`src/hw/i2ctic_cfg.svh`:
```
// Offsets, field positions and reset values of the target interrupt-clear and alternate-address block
// ==========================================================================
// How it works
// - Writing one to clear bit 8 drops raw and masked receive-FIFO-full flags.
// - Writing one to clear bit 7 drops raw and masked transmit-FIFO-empty flags.
// - Writing one to clear bit 6 drops raw and masked receive-request flags.
// - Writing one to clear bit 5 drops raw and masked transmit-request flags.
// - Writing one to clear bit 4 drops raw and masked transmit-DMA-done flags.
// - Writing one to clear bit 3 drops raw and masked receive-DMA-done flags.
// - Writing one to clear bit 1 drops raw and masked START flags.
// - Clear register is write-only; reads return zero and change no flag.
// - Alternate enable, bit 7, resets 0; when set the target also answers there.
// - Bits 6-0 hold the writable seven-bit alternate address, reset zero.
// - A masked flag reads one only while its raw flag and mask are both set.
`ifndef I2CTIC_CFG_SVH
`define I2CTIC_CFG_SVH

// ==========================================================================
// Register offsets (byte addresses)
`define I2CTIC_ADDR_W 12
`define I2CTIC_OFS_OWN_ADDR 12'h800
`define I2CTIC_OFS_MASK 12'h80C
`define I2CTIC_OFS_RAW 12'h810
`define I2CTIC_OFS_MASKED 12'h814
`define I2CTIC_OFS_CLEAR 12'h818
`define I2CTIC_OFS_ALT_ADDR 12'h81C

// ==========================================================================
// Interrupt flag positions, shared by raw, mask, masked and clear registers
`define I2CTIC_NUM_FLAGS 9
`define I2CTIC_BIT_TARGET_DATA 0
`define I2CTIC_BIT_START 1
`define I2CTIC_BIT_STOP 2
`define I2CTIC_BIT_RX_DMA_DONE 3
`define I2CTIC_BIT_TX_DMA_DONE 4
`define I2CTIC_BIT_TX_REQUEST 5
`define I2CTIC_BIT_RX_REQUEST 6
`define I2CTIC_BIT_TX_FIFO_EMPTY 7
`define I2CTIC_BIT_RX_FIFO_FULL 8

// ==========================================================================
// Address register fields
`define I2CTIC_BIT_ALT_EN 7
`define I2CTIC_ADDR_BITS 7

// ==========================================================================
// Reset values
`define I2CTIC_RST_FLAGS 9'h000
`define I2CTIC_RST_MASK 9'h000
`define I2CTIC_RST_ADDR 7'h00
`define I2CTIC_RST_ALT_EN 1'h0
`define I2CTIC_RST_RDATA 32'h00000000
`define I2CTIC_CLEAR_READ_VALUE 32'h00000000

// ==========================================================================
// Frame timing: address bits before the acknowledge slot
`define I2CTIC_ADDR_FRAME_BITS 4'h8

`endif

```
`src/hw/i2ctic_pkg.sv`:
```
// Types shared by the target interrupt-clear and alternate-address block
package i2ctic_pkg;

	// ==========================================================================
	// Register port request
	typedef struct packed {
		logic [11:0] addr;
		logic [31:0] wdata;
		logic wr;
		logic rd;
	} i2ctic_bus_req_type;

	// ==========================================================================
	// Events from the FIFO and DMA logic, one-cycle pulses on the core clock
	typedef struct packed {
		logic rx_fifo_full;
		logic tx_fifo_empty;
		logic rx_request;
		logic tx_request;
		logic tx_dma_done;
		logic rx_dma_done;
	} i2ctic_ext_evt_type;

	// ==========================================================================
	// Events seen on the serial bus, one-cycle pulses
	typedef struct packed {
		logic start_seen;
		logic stop_seen;
		logic addr_match;
		logic alt_hit;
		logic rnw;
	} i2ctic_link_evt_type;

	// ==========================================================================
	// Address phase of the target
	typedef enum logic [1:0] {
		I2CTIC_IDLE,
		I2CTIC_ADDR,
		I2CTIC_ACK,
		I2CTIC_WAIT
	} i2ctic_phase_type;

endpackage

```
`src/hw/i2ctic_sync.sv`:
```
// Two-flop synchroniser for the serial bus pins
`timescale 1ns/1ps
module i2ctic_sync #(
	parameter int WIDTH = 2
) (
	input wire logic i_core_clk,
	input wire logic i_sys_rst,
	input wire logic [WIDTH-1:0] i_async,
	output logic [WIDTH-1:0] o_sync
);
	import i2ctic_pkg::*;

	typedef struct packed {
		logic [WIDTH-1:0] meta;
		logic [WIDTH-1:0] stable;
	} i2ctic_sync_state_type;

	i2ctic_sync_state_type state_reg;
	i2ctic_sync_state_type state_next;

	// ==========================================================================
	// Second stage only ever reads the first; idle bus level is high
	always_comb begin
		state_next.meta = i_async;
		state_next.stable = state_reg.meta;
	end

	always_ff @(posedge i_core_clk) begin
		if (i_sys_rst) begin
			state_reg <= {(2*WIDTH){1'b1}};
		end else begin
			state_reg <= state_next;
		end
	end

	assign o_sync = state_reg.stable;
endmodule

```
`src/hw/i2ctic_flag_bank.sv`:
```
// Sticky raw interrupt flags with write-one-to-clear and mask gating
`timescale 1ns/1ps
`include "i2ctic_cfg.svh"
module i2ctic_flag_bank #(
	parameter int WIDTH = `I2CTIC_NUM_FLAGS
) (
	input wire logic i_core_clk,
	input wire logic i_sys_rst,
	input wire logic [WIDTH-1:0] i_set,
	input wire logic [WIDTH-1:0] i_clear,
	input wire logic [WIDTH-1:0] i_mask,
	output logic [WIDTH-1:0] o_raw,
	output logic [WIDTH-1:0] o_masked
);
	import i2ctic_pkg::*;

	typedef struct packed {
		logic [WIDTH-1:0] raw;
	} i2ctic_flag_state_type;

	i2ctic_flag_state_type state_reg;
	i2ctic_flag_state_type state_next;

	// ==========================================================================
	// Set is applied after clear so an event in the clearing cycle survives
	always_comb begin
		state_next.raw = (state_reg.raw & ~i_clear) | i_set;
	end

	always_ff @(posedge i_core_clk) begin
		if (i_sys_rst) begin
			state_reg.raw <= WIDTH'(`I2CTIC_RST_FLAGS);
		end else begin
			state_reg <= state_next;
		end
	end

	// ==========================================================================
	// Masked view has no storage of its own, so clearing raw clears it too
	assign o_raw = state_reg.raw;
	assign o_masked = state_reg.raw & i_mask;
endmodule

```
`src/hw/i2ctic_top.sv`:
```
// Target interrupt clear, alternate own address and address-phase responder
//
// Chosen here: strobed register access.
`timescale 1ns/1ps
`include "i2ctic_cfg.svh"
module i2ctic_top (
	input wire logic i_core_clk,
	input wire logic i_sys_rst,
	input wire i2ctic_pkg::i2ctic_bus_req_type i_bus,
	output logic [31:0] o_rdata,
	input wire i2ctic_pkg::i2ctic_ext_evt_type i_ext_evt,
	input wire logic i_scl,
	input wire logic i_sda,
	output logic o_sda,
	output logic o_sda_oe_n,
	output i2ctic_pkg::i2ctic_link_evt_type o_link_evt,
	output logic [8:0] o_raw_status,
	output logic [8:0] o_masked_status
);
	import i2ctic_pkg::*;

	// ==========================================================================
	// State of the block; raw flags and pin synchroniser are held in u_flags and u_sync
	typedef struct packed {
		logic [6:0] own_addr;
		logic [6:0] alt_addr;
		logic alt_en;
		logic [8:0] mask;
		logic [31:0] rdata;
		logic scl_prev;
		logic sda_prev;
		i2ctic_phase_type phase;
		logic [7:0] shift;
		logic [3:0] bit_cnt;
		logic drive_low;
		i2ctic_link_evt_type evt;
	} i2ctic_top_state_type;

	i2ctic_top_state_type state_reg;
	i2ctic_top_state_type state_next;

	logic [1:0] pins_sync;
	logic scl_s;
	logic sda_s;
	logic [8:0] raw_flags;
	logic [8:0] masked_flags;
	logic [8:0] set_vec;
	logic [8:0] clear_vec;
	logic wr_hit_clear;

	// ==========================================================================
	// Decoding and compare helpers
	function automatic logic sel(input logic [11:0] addr, input logic [11:0] ofs);
		sel = (addr == ofs);
	endfunction

	function automatic logic addr_hit(input logic [6:0] rx, input logic [6:0] mine, input logic en);
		addr_hit = en && (rx == mine);
	endfunction

	// ==========================================================================
	// Pins cross into the core clock before anything looks at them
	i2ctic_sync #(
		.WIDTH(2)
	) u_sync (
		.i_core_clk(i_core_clk),
		.i_sys_rst(i_sys_rst),
		.i_async({i_scl, i_sda}),
		.o_sync(pins_sync)
	);

	assign scl_s = pins_sync[1];
	assign sda_s = pins_sync[0];

	// ==========================================================================
	// Event sources and write-one-to-clear vector; a read never reaches clear_vec
	assign wr_hit_clear = i_bus.wr && sel(i_bus.addr, `I2CTIC_OFS_CLEAR);
	assign clear_vec = wr_hit_clear ? i_bus.wdata[8:0] : 9'h000;

	always_comb begin
		set_vec = 9'h000;
		set_vec[`I2CTIC_BIT_TARGET_DATA] = state_reg.evt.addr_match;
		set_vec[`I2CTIC_BIT_START] = state_reg.evt.start_seen;
		set_vec[`I2CTIC_BIT_STOP] = state_reg.evt.stop_seen;
		set_vec[`I2CTIC_BIT_RX_DMA_DONE] = i_ext_evt.rx_dma_done;
		set_vec[`I2CTIC_BIT_TX_DMA_DONE] = i_ext_evt.tx_dma_done;
		set_vec[`I2CTIC_BIT_TX_REQUEST] = i_ext_evt.tx_request;
		set_vec[`I2CTIC_BIT_RX_REQUEST] = i_ext_evt.rx_request;
		set_vec[`I2CTIC_BIT_TX_FIFO_EMPTY] = i_ext_evt.tx_fifo_empty;
		set_vec[`I2CTIC_BIT_RX_FIFO_FULL] = i_ext_evt.rx_fifo_full;
	end

	// ==========================================================================
	// Raw and masked flag storage
	i2ctic_flag_bank #(
		.WIDTH(`I2CTIC_NUM_FLAGS)
	) u_flags (
		.i_core_clk(i_core_clk),
		.i_sys_rst(i_sys_rst),
		.i_set(set_vec),
		.i_clear(clear_vec),
		.i_mask(state_reg.mask),
		.o_raw(raw_flags),
		.o_masked(masked_flags)
	);

	// ==========================================================================
	// Next state: register port, then the serial address phase
	always_comb begin
		logic scl_rise;
		logic scl_fall;
		logic start_cond;
		logic stop_cond;
		logic own_hit;
		logic alt_hit;
		scl_rise = 1'b0;
		scl_fall = 1'b0;
		start_cond = 1'b0;
		stop_cond = 1'b0;
		own_hit = 1'b0;
		alt_hit = 1'b0;
		state_next = state_reg;

		// Register writes
		if (i_bus.wr) begin
			if (sel(i_bus.addr, `I2CTIC_OFS_OWN_ADDR)) begin
				state_next.own_addr = i_bus.wdata[6:0];
			end
			if (sel(i_bus.addr, `I2CTIC_OFS_MASK)) begin
				state_next.mask = i_bus.wdata[8:0];
			end
			if (sel(i_bus.addr, `I2CTIC_OFS_ALT_ADDR)) begin
				state_next.alt_en = i_bus.wdata[`I2CTIC_BIT_ALT_EN];
				state_next.alt_addr = i_bus.wdata[6:0];
			end
		end

		// Read data stand for exactly one cycle after the strobe
		state_next.rdata = 32'h00000000;
		if (i_bus.rd) begin
			case (i_bus.addr)
				`I2CTIC_OFS_OWN_ADDR: begin
					state_next.rdata = {25'h0000000, state_reg.own_addr};
				end
				`I2CTIC_OFS_MASK: begin
					state_next.rdata = {23'h000000, state_reg.mask};
				end
				`I2CTIC_OFS_RAW: begin
					state_next.rdata = {23'h000000, raw_flags};
				end
				`I2CTIC_OFS_MASKED: begin
					state_next.rdata = {23'h000000, masked_flags};
				end
				`I2CTIC_OFS_CLEAR: begin
					state_next.rdata = `I2CTIC_CLEAR_READ_VALUE;
				end
				`I2CTIC_OFS_ALT_ADDR: begin
					state_next.rdata = {24'h000000, state_reg.alt_en, state_reg.alt_addr};
				end
				default: begin
					state_next.rdata = 32'h00000000;
				end
			endcase
		end

		// Bus conditions from the synchronised pins
		state_next.evt = '0;
		state_next.scl_prev = scl_s;
		state_next.sda_prev = sda_s;
		scl_rise = scl_s && !state_reg.scl_prev;
		scl_fall = !scl_s && state_reg.scl_prev;
		start_cond = state_reg.scl_prev && scl_s && state_reg.sda_prev && !sda_s;
		stop_cond = state_reg.scl_prev && scl_s && !state_reg.sda_prev && sda_s;

		if (start_cond) begin
			// A repeated start restarts the address phase from any state
			state_next.evt.start_seen = 1'b1;
			state_next.phase = I2CTIC_ADDR;
			state_next.bit_cnt = 4'h0;
			state_next.drive_low = 1'b0;
		end else if (stop_cond) begin
			state_next.evt.stop_seen = 1'b1;
			state_next.phase = I2CTIC_IDLE;
			state_next.drive_low = 1'b0;
		end else begin
			case (state_reg.phase)
				I2CTIC_IDLE: begin
					state_next.drive_low = 1'b0;
				end
				I2CTIC_ADDR: begin
					if (scl_rise) begin
						state_next.shift = {state_reg.shift[6:0], sda_s};
						state_next.bit_cnt = state_reg.bit_cnt + 4'h1;
					end
					// Acknowledge starts on the falling edge after the eighth bit
					if (scl_fall && state_reg.bit_cnt == `I2CTIC_ADDR_FRAME_BITS) begin
						own_hit = addr_hit(state_reg.shift[7:1], state_reg.own_addr, 1'b1);
						alt_hit = addr_hit(state_reg.shift[7:1], state_reg.alt_addr, state_reg.alt_en);
						if (own_hit || alt_hit) begin
							state_next.drive_low = 1'b1;
							state_next.phase = I2CTIC_ACK;
							state_next.evt.addr_match = 1'b1;
							state_next.evt.alt_hit = alt_hit && !own_hit;
							state_next.evt.rnw = state_reg.shift[0];
						end else begin
							state_next.phase = I2CTIC_WAIT;
						end
					end
				end
				I2CTIC_ACK: begin
					// Release after the acknowledge clock so the controller owns the line again
					if (scl_fall) begin
						state_next.drive_low = 1'b0;
						state_next.phase = I2CTIC_WAIT;
					end
				end
				I2CTIC_WAIT: begin
					state_next.drive_low = 1'b0;
				end
				default: begin
					state_next.phase = I2CTIC_IDLE;
					state_next.drive_low = 1'b0;
				end
			endcase
		end
	end

	// ==========================================================================
	// State register; bus lines assumed idle high at reset
	always_ff @(posedge i_core_clk) begin
		if (i_sys_rst) begin
			state_reg.own_addr <= `I2CTIC_RST_ADDR;
			state_reg.alt_addr <= `I2CTIC_RST_ADDR;
			state_reg.alt_en <= `I2CTIC_RST_ALT_EN;
			state_reg.mask <= `I2CTIC_RST_MASK;
			state_reg.rdata <= `I2CTIC_RST_RDATA;
			state_reg.scl_prev <= 1'b1;
			state_reg.sda_prev <= 1'b1;
			state_reg.phase <= I2CTIC_IDLE;
			state_reg.shift <= 8'h00;
			state_reg.bit_cnt <= 4'h0;
			state_reg.drive_low <= 1'b0;
			state_reg.evt <= '0;
		end else begin
			state_reg <= state_next;
		end
	end

	// ==========================================================================
	// Outputs; the data line is only ever pulled low, never driven high
	assign o_rdata = state_reg.rdata;
	assign o_sda = 1'b0;
	assign o_sda_oe_n = !state_reg.drive_low;
	assign o_link_evt = state_reg.evt;
	assign o_raw_status = raw_flags;
	assign o_masked_status = masked_flags;
endmodule

```
`config.mk`:
```
export PLATFORM = sky130hd
export DESIGN_NAME = i2ctic_top
export DESIGN_NICKNAME = d
export VERILOG_FILES = /design/src/hw/i2ctic_pkg.sv /design/src/hw/i2ctic_sync.sv /design/src/hw/i2ctic_flag_bank.sv /design/src/hw/i2ctic_top.sv
export VERILOG_INCLUDE_DIRS = /design/src /design/src/hw
export SDC_FILE = /design/constraint.sdc
export NUM_CORES = 1
export LEC_CHECK = 0
export BUFFER_PORTS_ARGS = -buffer_cell sky130_fd_sc_hd__buf_2
export CAP_MARGIN = 30
export CORE_ASPECT_RATIO = 1.75
export CORE_MARGIN = 2
export CORE_UTILIZATION = 40
export CTS_BUF_LIST = sky130_fd_sc_hd__clkbuf_4 sky130_fd_sc_hd__clkbuf_8
export CTS_CLUSTER_DIAMETER = 30
export DETAILED_ROUTE_END_ITERATION = 16
export GPL_ROUTABILITY_DRIVEN = 0
export GPL_TIMING_DRIVEN = 0
export PLACE_DENSITY_LB_ADDON = 0.3
export SYNTH_ARGS = -nofsm -noshare
export SYNTH_HDL_FRONTEND = slang
export SYNTH_HIERARCHICAL = 1
export SYNTH_SLANG_ARGS = --single-unit
```
`constraint.sdc`:
```
create_clock -name i_core_clk -period 2.4 [get_ports i_core_clk]
set_input_delay 0.12 -clock i_core_clk [delete_from_list [all_inputs] [get_ports i_core_clk]]
set_output_delay 0.12 -clock i_core_clk [all_outputs]
set_load 0.005 [all_outputs]
```
* Word-level counts from Yosys, hierarchy flattened
Index checks and enable logic that the tools add are counted.
Word-level totals: output and inout bits 57, input bits 56, word-level logic and storage cells 98, bits in registers 91
Cells by class: add/subtract/negate cells 1, equality and inequality tests 17, reductions and logical operators 35, bitwise operators 10, muxes and demuxes 15
Operator list (number):
- == test 12 bit (second input constant) | 6
- one-hot mux 9 bit (5 select lines) | 1
- bitwise AND 9 bit | 2
- == test 7 bit | 2
- AND reduction 3 bit | 4
- logical AND 1 bit | 11
- 2-to-1 mux 9 bit | 1
- NOT 9 bit | 1
- OR 9 bit | 1
- 2-to-1 mux 1 bit | 8
- != test 4 bit (second input constant) | 2
- logical NOT 1 bit | 6
- != test 2 bit (second input constant) | 3
- NOT 1 bit | 6
- AND reduction 2 bit | 3
- OR reduction 2 bit | 3
- OR reduction 6 bit | 1
- OR reduction 5 bit | 1
- adder 4 x 1 -> 4 bit (second input constant) | 1
- == test 2 bit (second input constant) | 2
- == test 4 bit (second input constant) | 1
- 2-to-1 mux 2 bit | 2
- one-hot mux 2 bit (2 select lines) | 1
- AND reduction 4 bit | 1
- 8 further kinds | 8

* Logic depth before layout (Yosys ltp)
Gate-level depths: netlist (run 1).
depth in word-level cells 8, gate-level depth with buffers 8, depth with buffers taken out 7

* Modules after synthesis
The synthesis (run 1) kept the hierarchy.
Modules (own cells, without submodules):
- i2ctic_top | cells an instance 325, times used 1, seq. area each 1101.1 µm², area each 2911.5 µm²
- i2ctic_flag_bank | cells an instance 46, times used 1, seq. area each 180.2 µm², area each 493.0 µm²
- i2ctic_sync | cells an instance 8, times used 1, seq. area each 80.1 µm², area each 105.1 µm²

* Worst setup path after synthesis (run 1)
Ideal clock, no wire load.
path type input to register, start in i_bus[39] in the netlist's numbering, end reg state_reg[63] in the netlist's numbering, library setup time 0.128 ns, buffers on the path 2, stages on the path 7, required time 2.272 ns, setup slack 0.787 ns, data arrival time 1.485 ns, cell sequence or3_4 -> and4bb_4 -> buf_6 -> and4_4 -> buf_12 -> mux2i_1 -> nor2_1
On the way: word-level cells in the longest chain between the ends 2
RTL lines:
- start: declaration | RTL line i2ctic_top.sv:9 | input wire i2ctic_pkg::i2ctic_bus_req_type i_bus,
- == test 12 bit | RTL line i2ctic_top.sv:54 | sel = (addr == ofs);
- AND reduction 2 bit (no source line)
- end signal: assignment | RTL line i2ctic_top.sv:245 | state_reg <= state_next;
- end: declaration | RTL line i2ctic_top.sv:39 | i2ctic_top_state_type state_reg;
Every way passes these cells. A chain may end at the register's enable or synchronous reset.

* Worst setup path in the final report (run 1)
start reg state_reg[16] in the netlist's numbering, end reg state_reg[5] in the netlist's numbering
On the way: word-level cells in the longest chain between the ends 5, elaborated cells between the ends (all ways) 6, classes of those cells eq/ne: 3; reduce/logical: 3
RTL lines:
- == test 7 bit | RTL line i2ctic_top.sv:58 | addr_hit = en && (rx == mine);
- logical AND 1 bit | RTL line i2ctic_top.sv:58
- logical OR 1 bit (*) | RTL line i2ctic_top.sv:199 | if (own_hit || alt_hit) begin
- != test 2 bit (no source line) (*)
- AND reduction 3 bit (no source line) (*)
Every way passes the cells marked *; elsewhere a longest branch is shown, timed or not.

==> results of run 1 <==
[area by class of cell]
| type | count | area, um^2 | area share |
|---|---|---|---|
| inverters | 15 | 56.30 | 0.01307 |
| multi-input cells | 264 | 1783 | 0.4140 |
| repair buffers | 70 | 385.4 | 0.08948 |
| plain buffers | 55 | 395.4 | 0.09181 |
| well taps | 117 | 146.4 | 0.03399 |
| clock buffers | 11 | 138.9 | 0.03225 |
| flip-flops and latches | 68 | 1361 | 0.3161 |
| clock inverters | 3 | 40.04 | 0.009297 |
[per-stage QoR]
step / worst slack [ns] / utilization / area [um^2]
after floorplan: 0.7874 / - / 3596
after detailed placement: 0.3706 / 0.4710 / 4058
final: 0.7510 / 0.4999 / 4307
after CTS: 0.7427 / 0.4999 / 4307
after global routing: 0.5851 / 0.4999 / 4307
after global placement: 0.4057 / 0.4710 / 4058
[power groups by stage]
| stage | logic (uW) | clock network, uW | registers, uW |
|---|---|---|---|
| global placement | 212 | 0 | 1200 |
| CTS | 227 | 917 | 1170 |
| finish | 227 | 892 | 1170 |
| floorplan | 145 | 0 | 1190 |
| detailed placement | 217 | 0 | 1200 |
| global route | 255 | 970 | 1170 |
[layout by cell type, fill, tap and decap left out, drive strengths merged, types with 10 or more instances in the layout]
cell and instances:
and2 20, mux2i 26, nand2b 12, buf 110, xor2 12, nor2 38, conb 24, nand2 23
a21oi 29, dfxtp 68, inv 15, a22oi 10, clkbuf 19
[worst max path at each step]
stage / slack, ns / cells past startpoint / endpoint
global placement: 0.41 / 8 / u_flags/o_raw[1]
detailed placement: 0.37 / 8 / u_flags/o_raw[5]
finish: 0.75 / 5 / state_reg[5]
global route: 0.59 / 5 / state_reg[5]
CTS: 0.74 / 8 / u_flags/o_raw[5]
floorplan: 0.79 / 7 / state_reg[63]
[worst max-delay path, stage by stage (launching register included)]
cell     delay [ns]
dfxtp_1        0.36
xor2_1         0.18
nor4_1         0.32
nand4_1        0.25
a31oi_1        0.27
mux2i_1        0.20
[logic make-up after synthesis]
| kind of cell | share of synthesized area |
|---|---|
| AND/OR/NAND/NOR | 0.2264 |
| XOR/XNOR | 0.04242 |
| AO/OA/AOI/OAI | 0.1087 |
| multiplexers | 0.08699 |
| flip-flops | 0.3879 |
| adder cells (fa/ha/maj) | 0.01783 |
| other | 0.001068 |
| buffers and inverters | 0.1287 |
[metal layers]
metal	up-vias	wire, um	share of wire
met1	1327	2921	0.36
met2	86	4495	0.56
met3	16	390	0.049
met5	-	0	0
met4	0	228	0.028
li1	1420	-	-
==> results_dict.tcl, run 1 <==
set metrics [dict create \
    outcome "finished clean" \
    r2r-end "state_reg[5]" \
    post_drt_wl_per_cell_um 13.33 \
    setup_violations 0 \
    clockPowerShare 0.390 \
    dr.pass1.iters 4 \
    die-area_um2 9568 \
    rrSetupSlack_ns 0.75 \
    numCtsBuffers 9 \
    path_clk_slew_ns 0.07 \
    p_leak_uw 0.001873 \
    clock.fmax_ghz 0.6064 \
    area.growth.synth_to_final_pct 22.71 \
    grt_max_degree 11 \
    syn_inst 379 \
    syn_area_um2 3510 \
    hp-class "input pin to flip-flop" \
    drtIter0Drc 188 \
    slew_violations 0 \
    grt_pass1_vias 2763 \
    rsz0062_at_grt "no" \
    synth.top_cells.by_count "dfxtp_1, buf_4, nor2_1" \
    synth_top_area_cell "dfxtp_1" \
    max_cap_viol_count 0 \
    avgSynthCellArea_um2 9.260 \
    holdWs_ns 0.01285 \
    power_uw 2289 \
    grt_overflow 0 \
    grt_most_used_layer "met2" \
    antenna_found_initial 0 \
    r2r_start "state_reg[16]" \
    ctsRootBufferMaster "clkbuf_8" \
    synth_seq_cells 68 \
    cp.required_ns 2.67 \
    crit_fanout 4 \
    antenna_cells 0 \
    cts_sinks 68 \
    synth_top_area_share 0.3879 \
    post_cts_buffers 0 \
    placed_cells 582 \
    yosysSeqAreaShare 0.3879 \
    p_int_uw 1750 \
    largest_reg_flops 41 \
    grt_use_met3 0.04560 \
    globalRouteMet1Util 0.1701 \
    grt_pass1_wl_mm 12.67 \
    drt_wl_total_mm 8.036 \
    holdPathEnd "u_flags/o_raw[6]" \
    core-area_um2 8615 \
    hold_viol_final 0 \
    crit_path_start "state_reg[16]" \
    final_cells 603 \
    yosysWarnings 6 \
    rows 45 \
    synth_cell_types 53 \
    clock_tree.buffer_depth 2 \
    synth_most_common_cell "dfxtp_1" \
    p_comb_frac 0.099 \
    period_share 0.6871 \
    min_period_ns 1.649 \
    netSwitchingFraction 0.2356 \
    fin_skew_ns 0.006915 \
    cts-hold-fix-buffers 7 \
    yosys-top-cells-area "dfxtp_1, buf_4, mux2i_1, nor2_1, nand2b_4" \
    ant_nets 0 \
    reg2regPathDepth 5 \
    critPathLaunchType "flip-flop" \
    num_io_pins 113 \
    min-delay-start "i_ext_evt[3]" \
    power_frac_seq 0.511 \
    switchingPower_uw 539.3 \
    slew_headroom 0.6228 \
    drive_gt1_frac 0.3251 \
    hold_path_depth 3 \
    clock_latency_ns 0.34 \
    cts_resized 0 \
    cp-end-kind "flip-flop" \
    worst_slew_pin_slew_ns 0.5658 \
    cts_tree "built" \
    fin_setup_tns_ns 0 \
    initial_core_util 0.4074 \
    die_y_um 127.9 \
    drc 0 \
    die-width_um 74.81 \
    route.vias.total 2849 \
    p_per_area_nw_per_um2 531.5 \
    num-nets-final 544 \
    ir_drop_uv 316.6 \
    grt_util_met2 0.3316 \
    fillers 835 \
    grtUsageTotal 0.1759 \
    crit_arrival_ns 1.92 \
    ctsHtreeMaxLevel 3 \
    async_flop_share 0 \
    path_class "flip-flop to flip-flop" \
    vias_per_cell 4.725 \
    portBuffers 63 \
    dp_hpwl_mm 6.235 \
    synth_edf_count 0 \
    ys.flop_type "dfxtp_1" \
]
Note: power is estimated with default switching activity, not from simulation.
==> run 2: changes to the inputs <==
clock period = 1.5 ns   (was 2.4 ns; I/O delays follow)
==> run 2 against run 1 <==
  * The flow now finishes with violations (setup timing)
  * Clock skew grew 0.0067 ns
  * Sequential share of layout area decreased by 0.97 points
  * Critical path depth is the same
  * Final area up 3.4%
  * Clock power up 75%
  * Clock-buffer cell count decreased by 1
  * Register-to-register slack lost 0.81 ns
  * Highest routed layer unchanged
==> results_dict.tcl, run 2 (synthesis gave the netlist of run 1 again) <==
set metrics [dict create \
    die_y_um 127.9 \
    crit_fanout 4 \
    die-width_um 74.81 \
    final_cell_mix "buf_2, dfxtp_1, buf_4" \
    globalRouteMet1Util 0.1701 \
    drtIter0Drc 135 \
    setup_ws_ns -0.06233 \
    fin_skew_ns 0.01357 \
    cpPeakStageDelay_ns 0.34 \
    num_io_pins 113 \
    design_area_um2 4452 \
    ctsHtreeMaxLevel 3 \
    worst_slew_pin_slew_ns 0.5664 \
    grt_most_used_layer "met2" \
    largest_reg_flops 41 \
    numCtsBuffers 9 \
    regArea_um2 1364 \
    die-area_um2 9568 \
    ctsRootBufferMaster "clkbuf_8" \
    clock.fmax_ghz 0.6401 \
    clock_latency_ns 0.35 \
    period_share 1.042 \
    drt_wl_total_mm 8.024 \
    crit_chain "xor2_1, nor4_2, nand4_1, a31oi_1, mux2i_1" \
    slew_headroom 0.6224 \
    grt_use_met3 0.03538 \
    rsz0062_at_grt "yes" \
    core-area_um2 8615 \
    cp.required_ns 1.78 \
    slowest_stage "dfxtp_2" \
    initial_core_util 0.4074 \
    grtUsageTotal 0.1743 \
    grt_pass1_wl_mm 12.59 \
    multiInputGateArea_um2 1805 \
    clock_tree.buffer_depth 2 \
    grt_overflow 0 \
    fillers 831 \
    area.growth.synth_to_final_pct 26.84 \
    grt_pass1_vias 2757 \
    portBuffers 63 \
    post_drt_wl_per_cell_um 13.07 \
    place_area_um2 4059 \
    cts_tree "built" \
    grt_util_met2 0.3259 \
    violations "setup timing" \
    grt_max_degree 14 \
    hold_viol_final 0 \
    outcome "finished with violations" \
    hp-class "input pin to flip-flop" \
    critPathLaunchType "flip-flop" \
    path_class "flip-flop to flip-flop" \
    fin_setup_tns_ns -0.1222 \
    drive_gt1_frac 0.3541 \
    path_clk_slew_ns 0.08 \
    num-nets-final 553 \
    cts_sinks 68 \
    antenna_found_initial 0 \
    vias_per_cell 4.733 \
    rows 45 \
    route.vias.total 2906 \
    ir_drop_uv 513.4 \
    p_leak_uw 0.001939 \
    max_cap_viol_count 0 \
    drc 0 \
    dr.pass1.iters 4 \
    ant_nets 0 \
    crit_arrival_ns 1.84 \
    dp_hpwl_mm 6.165 \
    antenna_cells 0 \
    slew_violations 0 \
    min_period_ns 1.562 \
    setup_violations 3 \
    p_per_area_nw_per_um2 855.3 \
    cp-end-kind "flip-flop" \
]
## run 2: critical path: cells and delay by family, from the launching register on
kind | cells | cell delay, ns
mux | 1 | 0.20
compound gates | 1 | 0.26
simple gates | 2 | 0.54
flops | 1 | 0.34
xor+xnor | 1 | 0.17
## run 2: path summary, 6_finish.rpt
kind,start,endpoint,slack [ns],cells past startpoint
min reg2reg,u_sync/state_next[1],u_sync/o_sync[1],0.40,1
max reg2reg,state_reg[16],state_reg[5],-0.06,5
max,state_reg[16],state_reg[5],-0.06,5
min,i_bus[3],state_reg[55],0.02,3
## run 2: layout make-up
type	count	share of cell area
Multi-Input combinational cell	264	0.4056
Sequential cell	68	0.3064
Timing Repair Buffer	79	0.1040
Buffer	55	0.09162
Tap cell	117	0.03288
Clock buffer	10	0.03092
Clock inverter	6	0.01602
Inverter	15	0.01265
## run 2: layer usage
metal | share of wire | vias up
met5 | 0 | -
met4 | 0.020 | 0
met3 | 0.044 | 15
met2 | 0.58 | 88
met1 | 0.36 | 1356
li1 | - | 1447
## run 2: power breakdown
part / switching (uW) / internal (uW) / total, uW
logic: 185 / 188 / 372
registers: 32.5 / 1840 / 1870
clock network: 739 / 826 / 1560
total: 956 / 2850 / 3810
## run 2: what timing repair did
action,CTS,global route
hold buffers,11,0
pin swaps,4,4
buffers inserted,2,2
hold endpoints to repair,13,0
setup endpoints to repair,13,36
cloned,0,1
gates resized for setup,6,12
## run 2: per-stage QoR
stage / hold WS [ns] / total power, uW / setup slack (ns) / std cells / utilization
floorplan: 0.1721 / 2141 / -0.06759 / 402 / -
global placement: 0.2558 / 2252 / -0.2954 / 582 / 0.4712
detailed placement: 0.2573 / 2261 / -0.3444 / 582 / 0.4712
CTS: 0.001110 / 3847 / -0.07922 / 611 / 0.5123
global route: 0.02440 / 3968 / -0.1717 / 614 / 0.5168
finish: 0.01503 / 3808 / -0.06233 / 614 / 0.5168
==> run 3: changes to the inputs <==
CORE_UTILIZATION = 45   (was 40)
CTS_BUF_LIST = sky130_fd_sc_hd__clkbuf_8   (was sky130_fd_sc_hd__clkbuf_4 sky130_fd_sc_hd__clkbuf_8)
==> run 3 against run 2 <==
  * The run still ends with setup timing left
  * Largest cell class unchanged
  * Core utilization up 6.5 points
  * Final area is 1.2% lower
  * Non-clock buffer count up 1
  * Clock skew shrank 0.0041 ns
==> results_dict.tcl, run 3 (synthesis gave the netlist of run 1 again) <==
set metrics [dict create \
    antenna_found_initial 0 \
    outcome "finished with violations" \
    setup_violations 4 \
    r2r_start "state_reg[15]" \
    largest_reg_flops 41 \
    initial_core_util 0.4638 \
    cp.required_ns 1.78 \
    fin_skew_ns 0.009493 \
    ctsHtreeMaxLevel 3 \
    cp.buffers_inverters 0 \
    crit_chain "xor2_1, nor4_1, nand4_1, a31oi_2, mux2i_1" \
    crit_arrival_ns 1.90 \
    drtIter0Drc 197 \
    slew_headroom 0.6280 \
    cp-end-kind "flip-flop" \
    final_common_cell "buf_2" \
    num-nets-final 554 \
    drc 0 \
    area.growth.synth_to_final_pct 25.38 \
    grtUsageTotal 0.1895 \
    num_io_pins 113 \
    rows 42 \
    post_drt_wl_per_cell_um 14.12 \
    setup_ws_ns -0.1228 \
    cts_tree "built" \
    dr.pass1.iters 4 \
    clock_latency_ns 0.35 \
    route.vias.total 2935 \
    grt_max_degree 11 \
    ir_drop_uv 531.1 \
    final_cell_mix "buf_2, dfxtp_1, buf_4" \
    crit_fanout 4 \
    final_cells 584 \
    ant_nets 0 \
    clock_tree.buffer_depth 2 \
    path_class "flip-flop to flip-flop" \
    die-width_um 70.76 \
    dp_hpwl_mm 6.017 \
    slew_violations 0 \
    min_period_ns 1.623 \
    ctsRootBufferMaster "clkbuf_8" \
    core-area_um2 7567 \
    drive_gt1_frac 0.3669 \
    cts_sinks 68 \
    die-area_um2 8550 \
    rrSetupSlack_ns -0.12 \
    numCtsBuffers 9 \
    holdWs_ns 0.01028 \
    cpPeakStageDelay_ns 0.35 \
    portBuffers 63 \
    reg2regPathDepth 5 \
    drt_wl_total_mm 8.246 \
    slowest_stage "dfxtp_4" \
    p_per_area_nw_per_um2 796.4 \
    worst_slew_pin_slew_ns 0.5579 \
    placed_cells 553 \
    max_cap_viol_count 0 \
    die_y_um 120.8 \
    hp-class "input pin to flip-flop" \
    grt_pass1_wl_mm 12.63 \
    period_share 1.082 \
    violations "setup timing" \
    critPathLaunchType "flip-flop" \
    clock.fmax_ghz 0.6162 \
    hold_viol_final 0 \
    path_clk_slew_ns 0.07 \
    grt_overflow 0 \
    holdPathEnd "state_reg[63]" \
    crit_path_start "state_reg[15]" \
    crit_family "simple AND/OR/NAND/NOR gates" \
    hold_path_depth 3 \
    antenna_cells 0 \
    grt_pass1_vias 2683 \
    min-delay-start "i_bus[9]" \
    rsz0062_at_grt "yes" \
    r2r-end "state_reg[5]" \
    vias_per_cell 5.026 \
    p_leak_uw 0.001936 \
]
run 3: cell count changes in the layout (fill, tap and decap cells not counted), moves of 2 or more:
| cell | previous run | this run |
|---|---|---|
| buf_4 | 44 | 47 |
| clkinv_2 | 0 | 3 |
| clkbuf_2 | 4 | 2 |
| clkinvlp_4 | 2 | 0 |
| dfxtp_1 | 66 | 64 |
| dlygate4sd3_1 | 11 | 9 |
| inv_6 | 2 | 0 |
run 3: worst max path at each step:
stage | endpoint | slack [ns] | depth (start not counted)
5_1_grt | state_reg[5] | -0.25 | 5
2_1_floorplan | state_reg[63] | -0.07 | 7
3_5_place_dp | state_reg[61] | -0.34 | 8
3_3_place_gp | state_reg[65] | -0.29 | 8
6_report | state_reg[5] | -0.12 | 5
4_1_cts | state_reg[5] | -0.08 | 5
run 3: worst min-delay path, delay by kind of cell:
family                 cells  cell delay [ns]
buffers and inverters      1             0.10
multiplexers               1             0.07
AND/OR/NAND/NOR            1             0.07
run 3: layout make-up:
| type | count | area, um^2 |
|---|---|---|
| Buffer | 55 | 404.1 |
| Fill cell | 696 | 3167 |
| Multi-Input combinational cell | 264 | 1833 |
| Inverter | 15 | 56.30 |
| Clock buffer | 10 | 137.6 |
| Timing Repair Buffer | 80 | 471.7 |
| Clock inverter | 4 | 18.77 |
| Tap cell | 88 | 110.1 |
| Sequential cell | 68 | 1369 |
run 3: timing repair:
action | in CTS | in global routing
hold buffers | 9 | 0
pin swaps | 6 | 5
endpoints found under the setup margin | 14 | 28
hold endpoints to repair | 9 | 0
cloned | 0 | 1
buffers inserted | 0 | 7
resized for setup | 8 | 18
run 3: where the power goes:
group,total [uW],internal (uW),switching [uW]
clock network,1240,611,633
registers,1870,1840,36.2
logic,388,192,196
run 3: layer usage:
layer	vias up	wire length, um	track usage
li1	1446	-	-
met1	1378	2877	0.1825
met2	95	4671	0.3744
met3	16	516	0.04667
met4	0	181	0.06840
met5	-	0	0
run 3: through the flow:
stage          setup slack (ns)    util  instance area [um^2]  setup TNS (ns)  power, uW
2_1_floorplan          -0.06759       -                  3597         -0.8575       2141
3_3_place_gp            -0.2944  0.5316                  4023          -9.031       2249
3_5_place_dp            -0.3372  0.5316                  4023          -10.45       2264
4_1_cts                -0.08283  0.5668                  4289         -0.1257       3518
5_1_grt                 -0.2517  0.5815                  4400         -0.9317       3643
6_report                -0.1228  0.5815                  4400         -0.2660       3505
